$ cat src/verilog/nbsi_pkg.sv
package nbsi_pkg;
    // ----------------------------------------------------------------
    // timing
    // ----------------------------------------------------------------
    localparam int unsigned CLK_PERIOD_NS = 10;
    localparam int unsigned PWR_RECOVERY_US = 10;
    localparam int unsigned PWR_RECOVERY_CYC = (PWR_RECOVERY_US * 1000 + CLK_PERIOD_NS - 1)
        / CLK_PERIOD_NS;
    localparam int unsigned STROBE_CYC = 3;
    localparam logic [11:0] RECOV_RST = 12'h000;
    localparam logic [1:0] PHASE_RST = 2'h0;
    localparam int unsigned FIFO_DEPTH = 8;
    localparam int unsigned WORD_W = 16;

    // ----------------------------------------------------------------
    // carriers
    // ----------------------------------------------------------------
    typedef enum logic [1:0] {
        NBSI_CMD,
        NBSI_ADDR,
        NBSI_WDATA,
        NBSI_RDATA
    } nbsi_kind_t;

    typedef struct packed {
        nbsi_kind_t kind;
        logic [15:0] word;
    } nbsi_req_t;

    typedef struct packed {
        logic [15:0] lanes_out;
        logic lanes_oe;
        logic command_capture_strobe;
        logic address_capture_strobe;
        logic chip_sel_n;
        logic write_strobe_n;
        logic read_strobe_n;
        logic write_protect_n;
    } nbsi_pins_t;
endpackage

$ cat src/verilog/nbsi_fifo.sv
`timescale 1ns/1ps
module nbsi_fifo #(
    parameter int WIDTH = 16,
    parameter int DEPTH = 8
) (
    input wire logic i_clk,
    input wire logic i_sys_rst,
    input wire logic i_in_valid,
    output logic o_in_ready,
    input wire logic [WIDTH-1:0] i_in_data,
    output logic o_out_valid,
    input wire logic i_out_ready,
    output logic [WIDTH-1:0] o_out_data
);
    localparam int AW = $clog2(DEPTH);
    logic [WIDTH-1:0] mem_r [DEPTH];
    logic [AW-1:0] wp_r;
    logic [AW-1:0] rp_r;
    logic [AW:0] cnt_r;
    logic [AW:0] cnt_nxt;
    logic ready_r;
    logic push;
    logic pop;

    // ready is registered so the upstream side sees a flop, not a compare
    assign o_in_ready = ready_r;
    assign cnt_nxt = cnt_r + (AW+1)'(push) - (AW+1)'(pop);
    assign o_out_valid = (cnt_r != '0);
    assign o_out_data = mem_r[rp_r];
    assign push = i_in_valid && o_in_ready;
    assign pop = o_out_valid && i_out_ready;

    always_ff @(posedge i_clk) begin
        if (push) begin
            mem_r[wp_r] <= i_in_data;
        end
    end

    always_ff @(posedge i_clk) begin
        if (i_sys_rst) begin
            wp_r <= '0;
            rp_r <= '0;
            cnt_r <= '0;
            ready_r <= 1'b1;
        end else begin
            if (push) begin
                wp_r <= (wp_r == AW'(DEPTH-1)) ? '0 : wp_r + 1'b1;
            end
            if (pop) begin
                rp_r <= (rp_r == AW'(DEPTH-1)) ? '0 : rp_r + 1'b1;
            end
            cnt_r <= cnt_nxt;
            ready_r <= (cnt_nxt != (AW+1)'(DEPTH));
        end
    end
endmodule

$ cat src/verilog/nbsi_host.sv
`timescale 1ns/1ps
// Operation
// - low lanes carry cmd, addr, data; rising-edge capture
// - host puts cmd/addr on low lanes only
// - address strobe high: write edge loads address
// - command strobe high: write edge loads command
// - hold select low through read busy interval
// - wait 10 us after power-up before commands
module nbsi_host
    import nbsi_pkg::*;
(
    input wire logic i_clk,
    input wire logic i_sys_rst,
    input wire logic i_req_valid,
    output logic o_req_ready,
    input wire nbsi_pkg::nbsi_req_t i_req,
    input wire logic i_wide_bus,
    input wire logic i_allow_write,
    input wire logic i_deselect,
    output logic o_rdata_valid,
    output logic [15:0] o_rdata,
    output logic o_busy,
    output logic o_ready_link,
    output nbsi_pkg::nbsi_pins_t o_pins,
    input wire logic [15:0] i_lanes_in,
    input wire logic i_ready_busy_n
);
    import nbsi_pkg::*;

    typedef enum logic [1:0] {
        NBSI_S_RECOVER,
        NBSI_S_IDLE,
        NBSI_S_SETUP,
        NBSI_S_HOLD
    } nbsi_state_t;

    // ----------------------------------------------------------------
    // request buffer and synchronisers
    // ----------------------------------------------------------------
    logic fifo_valid;
    logic fifo_pop;
    logic [17:0] fifo_word;
    nbsi_req_t cur;

    nbsi_fifo #(.WIDTH(18), .DEPTH(FIFO_DEPTH)) u_fifo (
        .i_clk(i_clk),
        .i_sys_rst(i_sys_rst),
        .i_in_valid(i_req_valid),
        .o_in_ready(o_req_ready),
        .i_in_data(i_req),
        .o_out_valid(fifo_valid),
        .i_out_ready(fifo_pop),
        .o_out_data(fifo_word)
    );
    assign cur = nbsi_req_t'(fifo_word);

    logic rb_s1_r;
    logic rb_s2_r;
    logic [15:0] ln_s1_r;
    logic [15:0] ln_s2_r;
    always_ff @(posedge i_clk) begin
        if (i_sys_rst) begin
            rb_s1_r <= 1'b0;
            rb_s2_r <= 1'b0;
            ln_s1_r <= '0;
            ln_s2_r <= '0;
        end else begin
            rb_s1_r <= i_ready_busy_n;
            rb_s2_r <= rb_s1_r;
            ln_s1_r <= i_lanes_in;
            ln_s2_r <= ln_s1_r;
        end
    end

    // ----------------------------------------------------------------
    // sequencer
    // ----------------------------------------------------------------
    nbsi_state_t state_r;
    logic [11:0] recov_r;
    logic [1:0] phase_r;
    assign fifo_pop = (state_r == NBSI_S_HOLD) && (phase_r == 2'(STROBE_CYC - 1));

    always_ff @(posedge i_clk) begin
        if (i_sys_rst) begin
            state_r <= NBSI_S_RECOVER;
            recov_r <= RECOV_RST;
            phase_r <= PHASE_RST;
        end else begin
            unique case (state_r)
                NBSI_S_RECOVER: begin
                    // no command until power recovery has elapsed
                    // counter saturates so a long busy never wraps it
                    if (recov_r < 12'(PWR_RECOVERY_CYC - 1)) begin
                        recov_r <= recov_r + 12'h001;
                    end
                    if (recov_r >= 12'(PWR_RECOVERY_CYC - 1) && rb_s2_r) begin
                        state_r <= NBSI_S_IDLE;
                    end
                end
                NBSI_S_IDLE: begin
                    phase_r <= PHASE_RST;
                    if (fifo_valid && rb_s2_r) begin
                        state_r <= NBSI_S_SETUP;
                    end
                end
                NBSI_S_SETUP: begin
                    phase_r <= phase_r + 2'h1;
                    if (phase_r == 2'(STROBE_CYC - 1)) begin
                        phase_r <= PHASE_RST;
                        state_r <= NBSI_S_HOLD;
                    end
                end
                NBSI_S_HOLD: begin
                    phase_r <= phase_r + 2'h1;
                    if (fifo_pop) begin
                        phase_r <= PHASE_RST;
                        state_r <= NBSI_S_IDLE;
                    end
                end
            endcase
        end
    end

    // ----------------------------------------------------------------
    // pin drive
    // ----------------------------------------------------------------
    logic act;
    assign act = (state_r == NBSI_S_SETUP) || (state_r == NBSI_S_HOLD);

    always_ff @(posedge i_clk) begin
        if (i_sys_rst) begin
            o_pins <= '{lanes_out: 16'h0000, lanes_oe: 1'b0, command_capture_strobe: 1'b0,
                        address_capture_strobe: 1'b0, chip_sel_n: 1'b1,
                        write_strobe_n: 1'b1, read_strobe_n: 1'b1, write_protect_n: 1'b0};
        end else begin
            o_pins.write_protect_n <= i_allow_write && state_r != NBSI_S_RECOVER;
            // select held low while busy so reads are never aborted
            o_pins.chip_sel_n <= i_deselect && rb_s2_r && !act;
            o_pins.command_capture_strobe <= act && cur.kind == NBSI_CMD;
            o_pins.address_capture_strobe <= act && cur.kind == NBSI_ADDR;
            o_pins.lanes_oe <= act && cur.kind != NBSI_RDATA;
            if (cur.kind == NBSI_CMD || cur.kind == NBSI_ADDR || !i_wide_bus) begin
                o_pins.lanes_out <= {8'h00, cur.word[7:0]};
            end else begin
                o_pins.lanes_out <= cur.word;
            end
            // write edge rises one cycle after setup->hold, the memory captures then
            o_pins.write_strobe_n <= !(state_r == NBSI_S_SETUP && cur.kind != NBSI_RDATA);
            o_pins.read_strobe_n <= !(state_r == NBSI_S_SETUP && cur.kind == NBSI_RDATA);
        end
    end

    always_ff @(posedge i_clk) begin
        if (i_sys_rst) begin
            o_rdata_valid <= 1'b0;
            o_rdata <= '0;
            o_busy <= 1'b1;
            o_ready_link <= 1'b0;
        end else begin
            o_rdata_valid <= fifo_pop && cur.kind == NBSI_RDATA;
            if (fifo_pop && cur.kind == NBSI_RDATA) begin
                o_rdata <= i_wide_bus ? ln_s2_r : {8'h00, ln_s2_r[7:0]};
            end
            o_busy <= state_r != NBSI_S_IDLE || !rb_s2_r;
            o_ready_link <= rb_s2_r;
        end
    end
endmodule

$ cat config.mk
export PLATFORM = sky130hd
export DESIGN_NAME = nbsi_host
export DESIGN_NICKNAME = d
export VERILOG_FILES = /design/src/verilog/nbsi_pkg.sv /design/src/verilog/nbsi_fifo.sv /design/src/verilog/nbsi_host.sv
export SDC_FILE = /design/constraint.sdc
export NUM_CORES = 1
export LEC_CHECK = 0
export BUFFER_PORTS_ARGS = -buffer_cell sky130_fd_sc_hd__buf_4
export CAP_MARGIN = 0
export CORE_UTILIZATION = 56
export DETAILED_ROUTE_END_ITERATION = 12
export PLACE_DENSITY = 0.77
export SKIP_LAST_GASP = 1
export SYNTH_ARGS = -nofsm -noshare
export SYNTH_HDL_FRONTEND = slang
export SYNTH_HIERARCHICAL = 1
export SYNTH_SLANG_ARGS = --single-unit
$ cat constraint.sdc
create_clock -name i_clk -period 3.8 [get_ports i_clk]
set_input_delay 0.19 -clock i_clk [delete_from_list [all_inputs] [get_ports i_clk]]
set_output_delay 0.19 -clock i_clk [all_outputs]
set_load 0.1 [all_outputs]
Yosys cells after proc, flatten, opt, wreduce, memory -nomap -nowiden --
Memory sizes are Yosys's and may differ from the RTL's. A register that Yosys moved wholly into a read port is not among the register bits. Cells that the tools add are included.
Word-level totals: flip-flop bits (word level) 103, bits in writable memories 144, input bits 41, output and inout port bits 43, logic and storage cells 94, memories kept 1
Memories:
- u_fifo.mem_r | depth 8, width 18, read ports 1, clocked after memory_dff 1, write ports 1, line nbsi_fifo.sv:16 | logic [WIDTH-1:0] mem_r [DEPTH];
Operators by class: add/sub/neg operators 6, $lt $le $gt $ge 2, equality and inequality tests 15, muxes and demuxes 15, reduce and logical (&&, ||, !) cells 31
Operator list (number):
- $mux W16 | 1
- $logic_and A1 B1 Y1 | 14
- $add A12 B1 Y12 const B | 1
- $ge A12 B10 Y1 const B | 1
- $lt A12 B10 Y1 const B | 1
- $mux W2 | 6
- $mux W3 | 4
- $ne A2 B2 Y1 const B | 5
- $eq A2 B2 Y1 const B | 4
- $pmux W2 S4 | 1
- $add A3 B1 Y3 const B | 2
- $eq A3 B3 Y1 const B | 2
- $pmux W2 S3 | 1
- $logic_not A1 Y1 | 5
- $add A4 B1 Y4 | 1
- $eq A2 B1 Y1 const B | 2
- $logic_not A2 Y1 | 2
- $logic_or A1 B1 Y1 | 4
- $ne A4 B4 Y1 const B | 1
- $reduce_and A4 Y1 | 1
- $reduce_bool A4 Y1 | 1
- $sub A4 B1 Y4 | 1
- $reduce_bool A3 Y1 | 1
- $add A2 B1 Y2 const B | 1
- other kinds (5) | 6

Logic depth before layout (Yosys ltp) --
Gate-level depths: netlist (run 1).
depth after elaboration 5, mapped depth 11, gate-level depth less buffers 11

Hierarchy --
Netlist (run 1), hierarchy kept.
By module, submodules not included:
- nbsi_fifo | instances 1, cells an instance 290, area an instance 6249.7 µm², seq. area each 4604.4 µm²
- nbsi_host | instances 1, cells an instance 289, area an instance 3054.2 µm², seq. area each 1841.8 µm²

Worst setup path before layout (run 1) --
OpenSTA, ideal clock, no wires.
path type reg-to-reg, start point register u_fifo.ready_r (netlist: u_fifo/o_in_ready), end point memory u_fifo.mem_r[0][0], enable pin, data arrival time 3231 ps, data required time 3360 ps, path slack 129 ps, cell stages (with the launch flop) 3, cells stage by stage dfxtp_1 -> nand2_1 -> nor4_1
On the way: word-level cells in the longest chain between the ends 3
Ends and longest elaborated chain:
- start, declared | line nbsi_fifo.sv:21 | logic ready_r;
- start signal, assigned | line nbsi_fifo.sv:53 | ready_r <= (cnt_nxt != (AW+1)'(DEPTH));
- $logic_and A1 B1 Y1 | line nbsi_fifo.sv:30 | assign push = i_in_valid && o_in_ready;
- $mux W1 | line nbsi_fifo.sv:34 | if (push) begin
- $mux W1 (implied by the code) | line nbsi_fifo.sv:35 | mem_r[wp_r] <= i_in_data;
- end, declared | line nbsi_fifo.sv:16
No other way between the ends.

==> reports/qor.yml, run 1 <==
syn_area_um2: 9300
layout-drive-gt1-share_pct: 22.3
whs_endpoint: "ln_s2_r[15]$_SDFF_PP0_"
wl_per_cell_um: 18.0
wl_mm: 17.1
io_pins: 84
syn_inst: 579
fin_util_pct: 70.9
cp_data_required_time_ns: 4.24
antenna_found_initial: 0
synth_cell_types: 41
tightestPinTransition_ns: 0.907
syn-mean-instance-area_um2: 16.1
hpwl_mm: 10.0
synth_fp_nets: 636
ys_seq_elements: 250
drtAntennaViolNets: 0
crit_arrival_ns: 2.96
most-common-layout-cells: "144 x edfxtp_1, 105 x dfxtp_1, 95 x buf_4"
status: "finished, final reports clean"
critPathSlowestCell: "dfxtp_1"
startpoint_type: "register"
slew_headroom_pct: 39.5
cts_resized: 0
p_seq_share_pct: 50.2
synth_top_area_share_pct: 46.5
grtUsageTotal_pct: 20.6
power_mw: 6.07
r2r_end: "o_rdata[1]$_SDFFE_PP0P_"
cts_tree: "built"
detail_route.iter0.violations: 250
hold_viol: 0
clkTransAtPathRegs_ns: 0.06
grt_pass1_vias: 5258
ctsHtreeMaxLevel: 1
switchingPower_mw: 1.40
port_buffers: 83
clock_path_buffers: 3
post-route-min-period_ns: 2.52
fin_area_um2: 11400
worstSetupPathType: "reg -> reg"
power_density_nw_per_um2: 533
setup_violations: 0
placed_cells_incl_taps: 865
maxCapViolations: 0
m1WireLength_mm: 7.24
routabilityCongestion: 0.718
hold_start: "i_sys_rst"
yosys-top-cells-area: "edfxtp_1 46%, dfxtp_1 23%, mux4_1 10%"
chipWidth_um: 131
rsz0062_at_grt: "no"
route.met2.wl_mm: 8.60
worstHoldPathType: "in -> reg"
clkPwrFrac_pct: 40.0
layout_commonest_cell: "edfxtp_1"
cts_buffers: 25
fin_hold_ws_ns: 0.199
fp.coreArea_um2: 16100
clockRootBuffer: "clkbuf_16"
cp_slowest_stage_delay_ns: 0.91
place_ws_ns: 1.25
start_util_pct: 57.9
endpoint_kind: "register"
fin_crit_sh_pct: 66.4
cp_max_fo: 23
placementRows: 46
r2r_cells: 5
syn2layout_area_growth_pct: 22.4
path_cells: "mux4_1 > mux2_2 > nand3_1 > nand2_1 > a21oi_1"
p_comb_share_pct: 9.7
synth_ff_type: "edfxtp_1"
setup_tns_ns: 0
fin_skew_ns: 0.0202
clock.fmax_mhz: 396
avgViaCountPerCell: 5.39
setup_slack_ns: 1.28
slew_violations: 0
die_area_um2: 17100
grt_pass1_wl_mm: 26.2
ys_seq_area_share_pct: 69.3
peakVddDrop_uv: 566
dr.pass1.iters: 4
highest_layer: "met4"
dr_wl_met3_um: 843
antennaDiodeCount: 0
vias: 5121
grt_overflow_total: 0
postCtsSetupBuffers: 0
placed_cell_area_um2: 10200
p_leak_nw: 4.13
rrSetupSlack_ns: 1.28
ys_async_sr_fraction_pct: 0
die_h_um: 131
hold-path-cell-count: 2
ys_warn_count: 6
grt_max_degree: 75
internal-power_mw: 4.67
synth_area_leader_cell: "edfxtp_1"
final_nets: 772
clk_latency_ns: 0.53
fin_cells: 950
cts_sinks: 250
drc: 0
synth-edff-count: 144
p_sw_share_pct: 23.1
## routing by layer
metal / GRT usage, % / vias to the layer above
met5: 0 / -
met4: 6.56 / 0
met3: 3.95 / 37
met2: 37.1 / 153
met1: 25.0 / 2493
li1: - / 2438
## Yosys cell counts, types with 5 or more instances
master / number
clkbuf_1: 11
nand2b_1: 5
nand3_1: 20
buf_6: 5
a21oi_1: 29
ha_1: 15
nor2b_1: 53
mux4_1: 36
xnor2_1: 7
mux2_2: 18
nand2_1: 33
nor2_1: 26
dfxtp_1: 106
and2_1: 8
edfxtp_1: 144
inv_1: 10
## registers in the layout, indices dropped and copies added, names as in the netlist, 3 cells and up, named ones only
name and cells:
u_fifo/cnt_r 4, u_fifo/rp_r 3, o_pins 23, ln_s2_r 16, o_rdata 16, u_fifo/wp_r 3
u_fifo/mem_r 144, recov_r 12, ln_s1_r 16
## worst max-delay path, delay by kind of cell (launching register included)
kind	cells	cell delay [ns]
DFF	1	0.91
muxes	2	0.73
and+or+nand+nor	2	0.63
AOI/OAI and AO/OA	1	0.18
## layout make-up
class	instances	area, um2
multi-input cells	294	2710
inverters	10	37.5
well taps	216	270
repair buffers	134	1100
fillers	997	4670
clock inverters	14	160
flip-flops and latches	250	6450
clock buffers	32	662
## what timing repair did
action,CTS,global route
hold buffers,39,0
hold endpoints to repair,171,0
endpoints found under the setup margin,0,0
## power by group through the flow
stage	clock network (mW)	registers, mW	logic, mW
after global routing	2.59	3.06	0.634
after global placement	0	3.10	0.538
after detailed placement	0	3.11	0.558
after floorplan	0	3.23	0.254
final	2.43	3.05	0.592
after CTS	2.47	3.05	0.596
## how the worst max path moves through the flow
stage | startpoint | end | slack, ns
after floorplan | u_fifo/o_in_ready$_SDFF_PP1_ | u_fifo/mem_r[0][0]$_DFFE_PP_ | 0.13
after global placement | register | o_rdata[1]$_SDFFE_PP0P_ | 1.34
after detailed placement | register | o_rdata[1]$_SDFFE_PP0P_ | 1.25
after CTS | register | o_rdata[1]$_SDFFE_PP0P_ | 1.21
after global routing | u_fifo/cnt_r[2]$_SDFF_PP0_ | u_fifo/o_in_ready$_SDFF_PP1_ | 0.98
final | register | o_rdata[1]$_SDFFE_PP0P_ | 1.28
## cell families after synthesis
logic type | share of synthesized area, %
XOR/XNOR | 0.659
adder cells (fa/ha/maj) | 2.23
flip-flops | 69.3
AND/OR/NAND/NOR | 9.75
multiplexers | 13.2
buffers and inverters | 1.88
AO/OA/AOI/OAI | 3.04
Power figures use the tool's default switching activity.
==> inputs of run 2 (changes only) <==
--- a/config.mk
+++ b/config.mk
@@ -7,9 +7,9 @@
 export LEC_CHECK = 0
 export BUFFER_PORTS_ARGS = -buffer_cell sky130_fd_sc_hd__buf_4
 export CAP_MARGIN = 0
-export CORE_UTILIZATION = 56
+export CORE_UTILIZATION = 53
 export DETAILED_ROUTE_END_ITERATION = 12
-export PLACE_DENSITY = 0.77
+export PLACE_DENSITY = 0.76
 export SKIP_LAST_GASP = 1
 export SYNTH_ARGS = -nofsm -noshare
 export SYNTH_HDL_FRONTEND = slang
==> constraint.sdc (replaced) <==
create_clock -name i_clk -period 2.2 [get_ports i_clk]
set_input_delay 0.11 -clock i_clk [delete_from_list [all_inputs] [get_ports i_clk]]
set_output_delay 0.11 -clock i_clk [all_outputs]
set_load 0.1 [all_outputs]
==> run 2 against run 1 <==
  * Sequential power up 73%
  * Wire length up 0.39%
  * Clock skew down 0.011 ns
  * Utilization down 3.8 points
  * Die area up 5.6%
  * Maximum frequency up 16%
  * Largest power group unchanged
  * Cell count up 2.5%
  * Setup slack worse by 1.3 ns
  * Global-route usage down 1.1 points
  * Clock power up 66%
  * Combinational power up 89%
==> reports/qor.yml, run 2 (synthesized netlist as in run 1, its figures left out) <==
status: "finished, final reports clean"
syn2layout_area_growth_pct: 24.3
p_leak_nw: 4.22
drtAntennaViolNets: 0
vias: 5144
cts_buffers: 25
clock.fmax_mhz: 458
grt_pass1_vias: 5325
post-route-min-period_ns: 2.18
worstHoldPathType: "in -> reg"
antennaDiodeCount: 0
detail_route.iter0.violations: 293
regArea_um2: 6450
cts_tree: "built"
clock_path_buffers: 3
crit_end: "u_fifo/o_in_ready$_SDFF_PP1_"
endpoint_kind: "register"
routabilityCongestion: 0.735
largest_reg_flops: 144
num-fill-cells: 1125
worstSetupPathType: "reg -> reg"
crit_arrival_ns: 2.58
port_buffers: 83
hpwl_mm: 10.1
rsz0062_at_grt: "yes"
die_h_um: 134
clockRootBuffer: "clkbuf_16"
avgViaCountPerCell: 5.28
cp_max_fo: 5
fin_hold_ws_ns: 0.0768
placed_cell_area_um2: 10300
chipWidth_um: 134
grt_max_degree: 57
wl_mm: 17.1
fin_area_um2: 11600
fin_util_pct: 67.1
fin_skew_ns: 0.00957
io_pins: 84
fin_crit_sh_pct: 99.2
hold_viol: 0
drc: 0
multi_input_area_um2: 2770
setup_violations: 0
tightestPinTransition_ns: 0.748
cp_data_required_time_ns: 2.59
placementRows: 48
top_regs: "u_fifo/mem_r (144), o_pins (23)"
peakVddDrop_uv: 688
fp.coreArea_um2: 17200
ctsHtreeMaxLevel: 1
antenna_found_initial: 0
layout_commonest_cell: "edfxtp_1"
r2r_cells: 10
grt_overflow_total: 0
grtUsageTotal_pct: 19.5
dr.pass1.iters: 4
startpoint: "state_r[0]$_SDFFE_PP0P_"
r2r_end: "u_fifo/o_in_ready$_SDFF_PP1_"
slew_headroom_pct: 49.9
die_area_um2: 18100
start_util_pct: 54.0
maxCapViolations: 0
clk_latency_ns: 0.51
slew_violations: 0
clkTransAtPathRegs_ns: 0.06
power_density_nw_per_um2: 902
regMostFlops: "u_fifo/mem_r"
startpoint_type: "register"
r2r-start: "state_r[0]$_SDFFE_PP0P_"
layout-drive-gt1-share_pct: 26.8
wl_per_cell_um: 17.6
grt_pass1_wl_mm: 27.0
rrSetupSlack_ns: 0.02
most-common-layout-cells: "144 x edfxtp_1, 111 x buf_4, 102 x dfxtp_1"
cts_sinks: 250
final_nets: 788
run 2: cell types whose count changed in the layout (fill, tap and decap cells not counted), moves of 3 or more:
cell | before | now
dfxtp_1 | 105 | 102
clkbuf_1 | 6 | 3
and3_1 | 4 | 1
buf_4 | 95 | 111
ha_1 | 15 | 12
clkbuf_8 | 1 | 5
run 2: final cells by class:
| cell class | instances | share of cell area [%] |
|---|---|---|
| flip-flops and latches | 250 | 55.8 |
| well taps | 225 | 2.43 |
| clock inverters | 11 | 0.736 |
| inverters | 10 | 0.346 |
| multi-input cells | 294 | 24.0 |
| repair buffers | 150 | 10.6 |
| clock buffers | 34 | 6.15 |
run 2: worst min path at each step:
stage | from | endpoint | slack (ns) | cells past startpoint
floorplan | i_sys_rst | u_fifo/cnt_r[0]$_SDFF_PP0_ | 0.18 | 1
global placement | i_lanes_in[8] | ln_s1_r[8]$_SDFF_PP0_ | 0.32 | 2
detailed placement | i_lanes_in[10] | ln_s1_r[10]$_SDFF_PP0_ | 0.33 | 2
CTS | i_sys_rst | u_fifo/cnt_r[1]$_SDFF_PP0_ | 0.06 | 2
global route | i_sys_rst | u_fifo/cnt_r[1]$_SDFF_PP0_ | 0.09 | 2
finish | i_sys_rst | u_fifo/cnt_r[1]$_SDFF_PP0_ | 0.08 | 2
run 2: layer usage:
layer | GRT usage (%) | up-vias | wire length [um]
li1 | - | 2468 | -
met4 | 7.30 | 0 | 422
met1 | 24.6 | 2518 | 7370
met2 | 33.8 | 124 | 8580
met5 | 0 | - | 0
met3 | 3.53 | 34 | 745
run 2: timing repair:
| action | CTS | global route |
|---|---|---|
| pin swaps | 4 | 2 |
| setup buffers | 3 | 1 |
| hold endpoints to repair | 173 | 0 |
| setup endpoints to repair | 1 | 14 |
| gates resized for setup | 6 | 13 |
| hold buffers | 39 | 0 |
run 2: critical path, stage by stage (launching register included):
cell and delay [ns]:
dfxtp_2 0.33, ha_2 0.17, and3b_2 0.22, inv_4 0.05, nor2_2 0.11, xnor2_1 0.13, ha_2 0.19, inv_1 0.06
fa_2 0.54, nor3b_2 0.16, o21ai_1 0.09
run 2: power by group:
part	internal, mW	total (mW)	leakage, nW	switching [mW]
sequential	5.19	5.28	2.18	0.0882
combinational	0.463	1.12	1.64	0.660
clock	2.38	4.03	0.406	1.66
total	8.03	10.4	4.22	2.40
run 2: metrics by stage:
| step | setup slack [ns] | total power [mW] | TNS, ns | std cells |
|---|---|---|---|---|
| final | 0.0179 | 10.4 | 0 | 974 |
| after global routing | -0.0310 | 10.8 | -0.0310 | 974 |
| after CTS | 0.00504 | 10.5 | 0 | 973 |
| after detailed placement | -0.0649 | 6.39 | -0.0649 | 886 |
| after global placement | 0.0495 | 6.33 | 0 | 886 |
| after floorplan | 0.0418 | 6.03 | 0 | 579 |
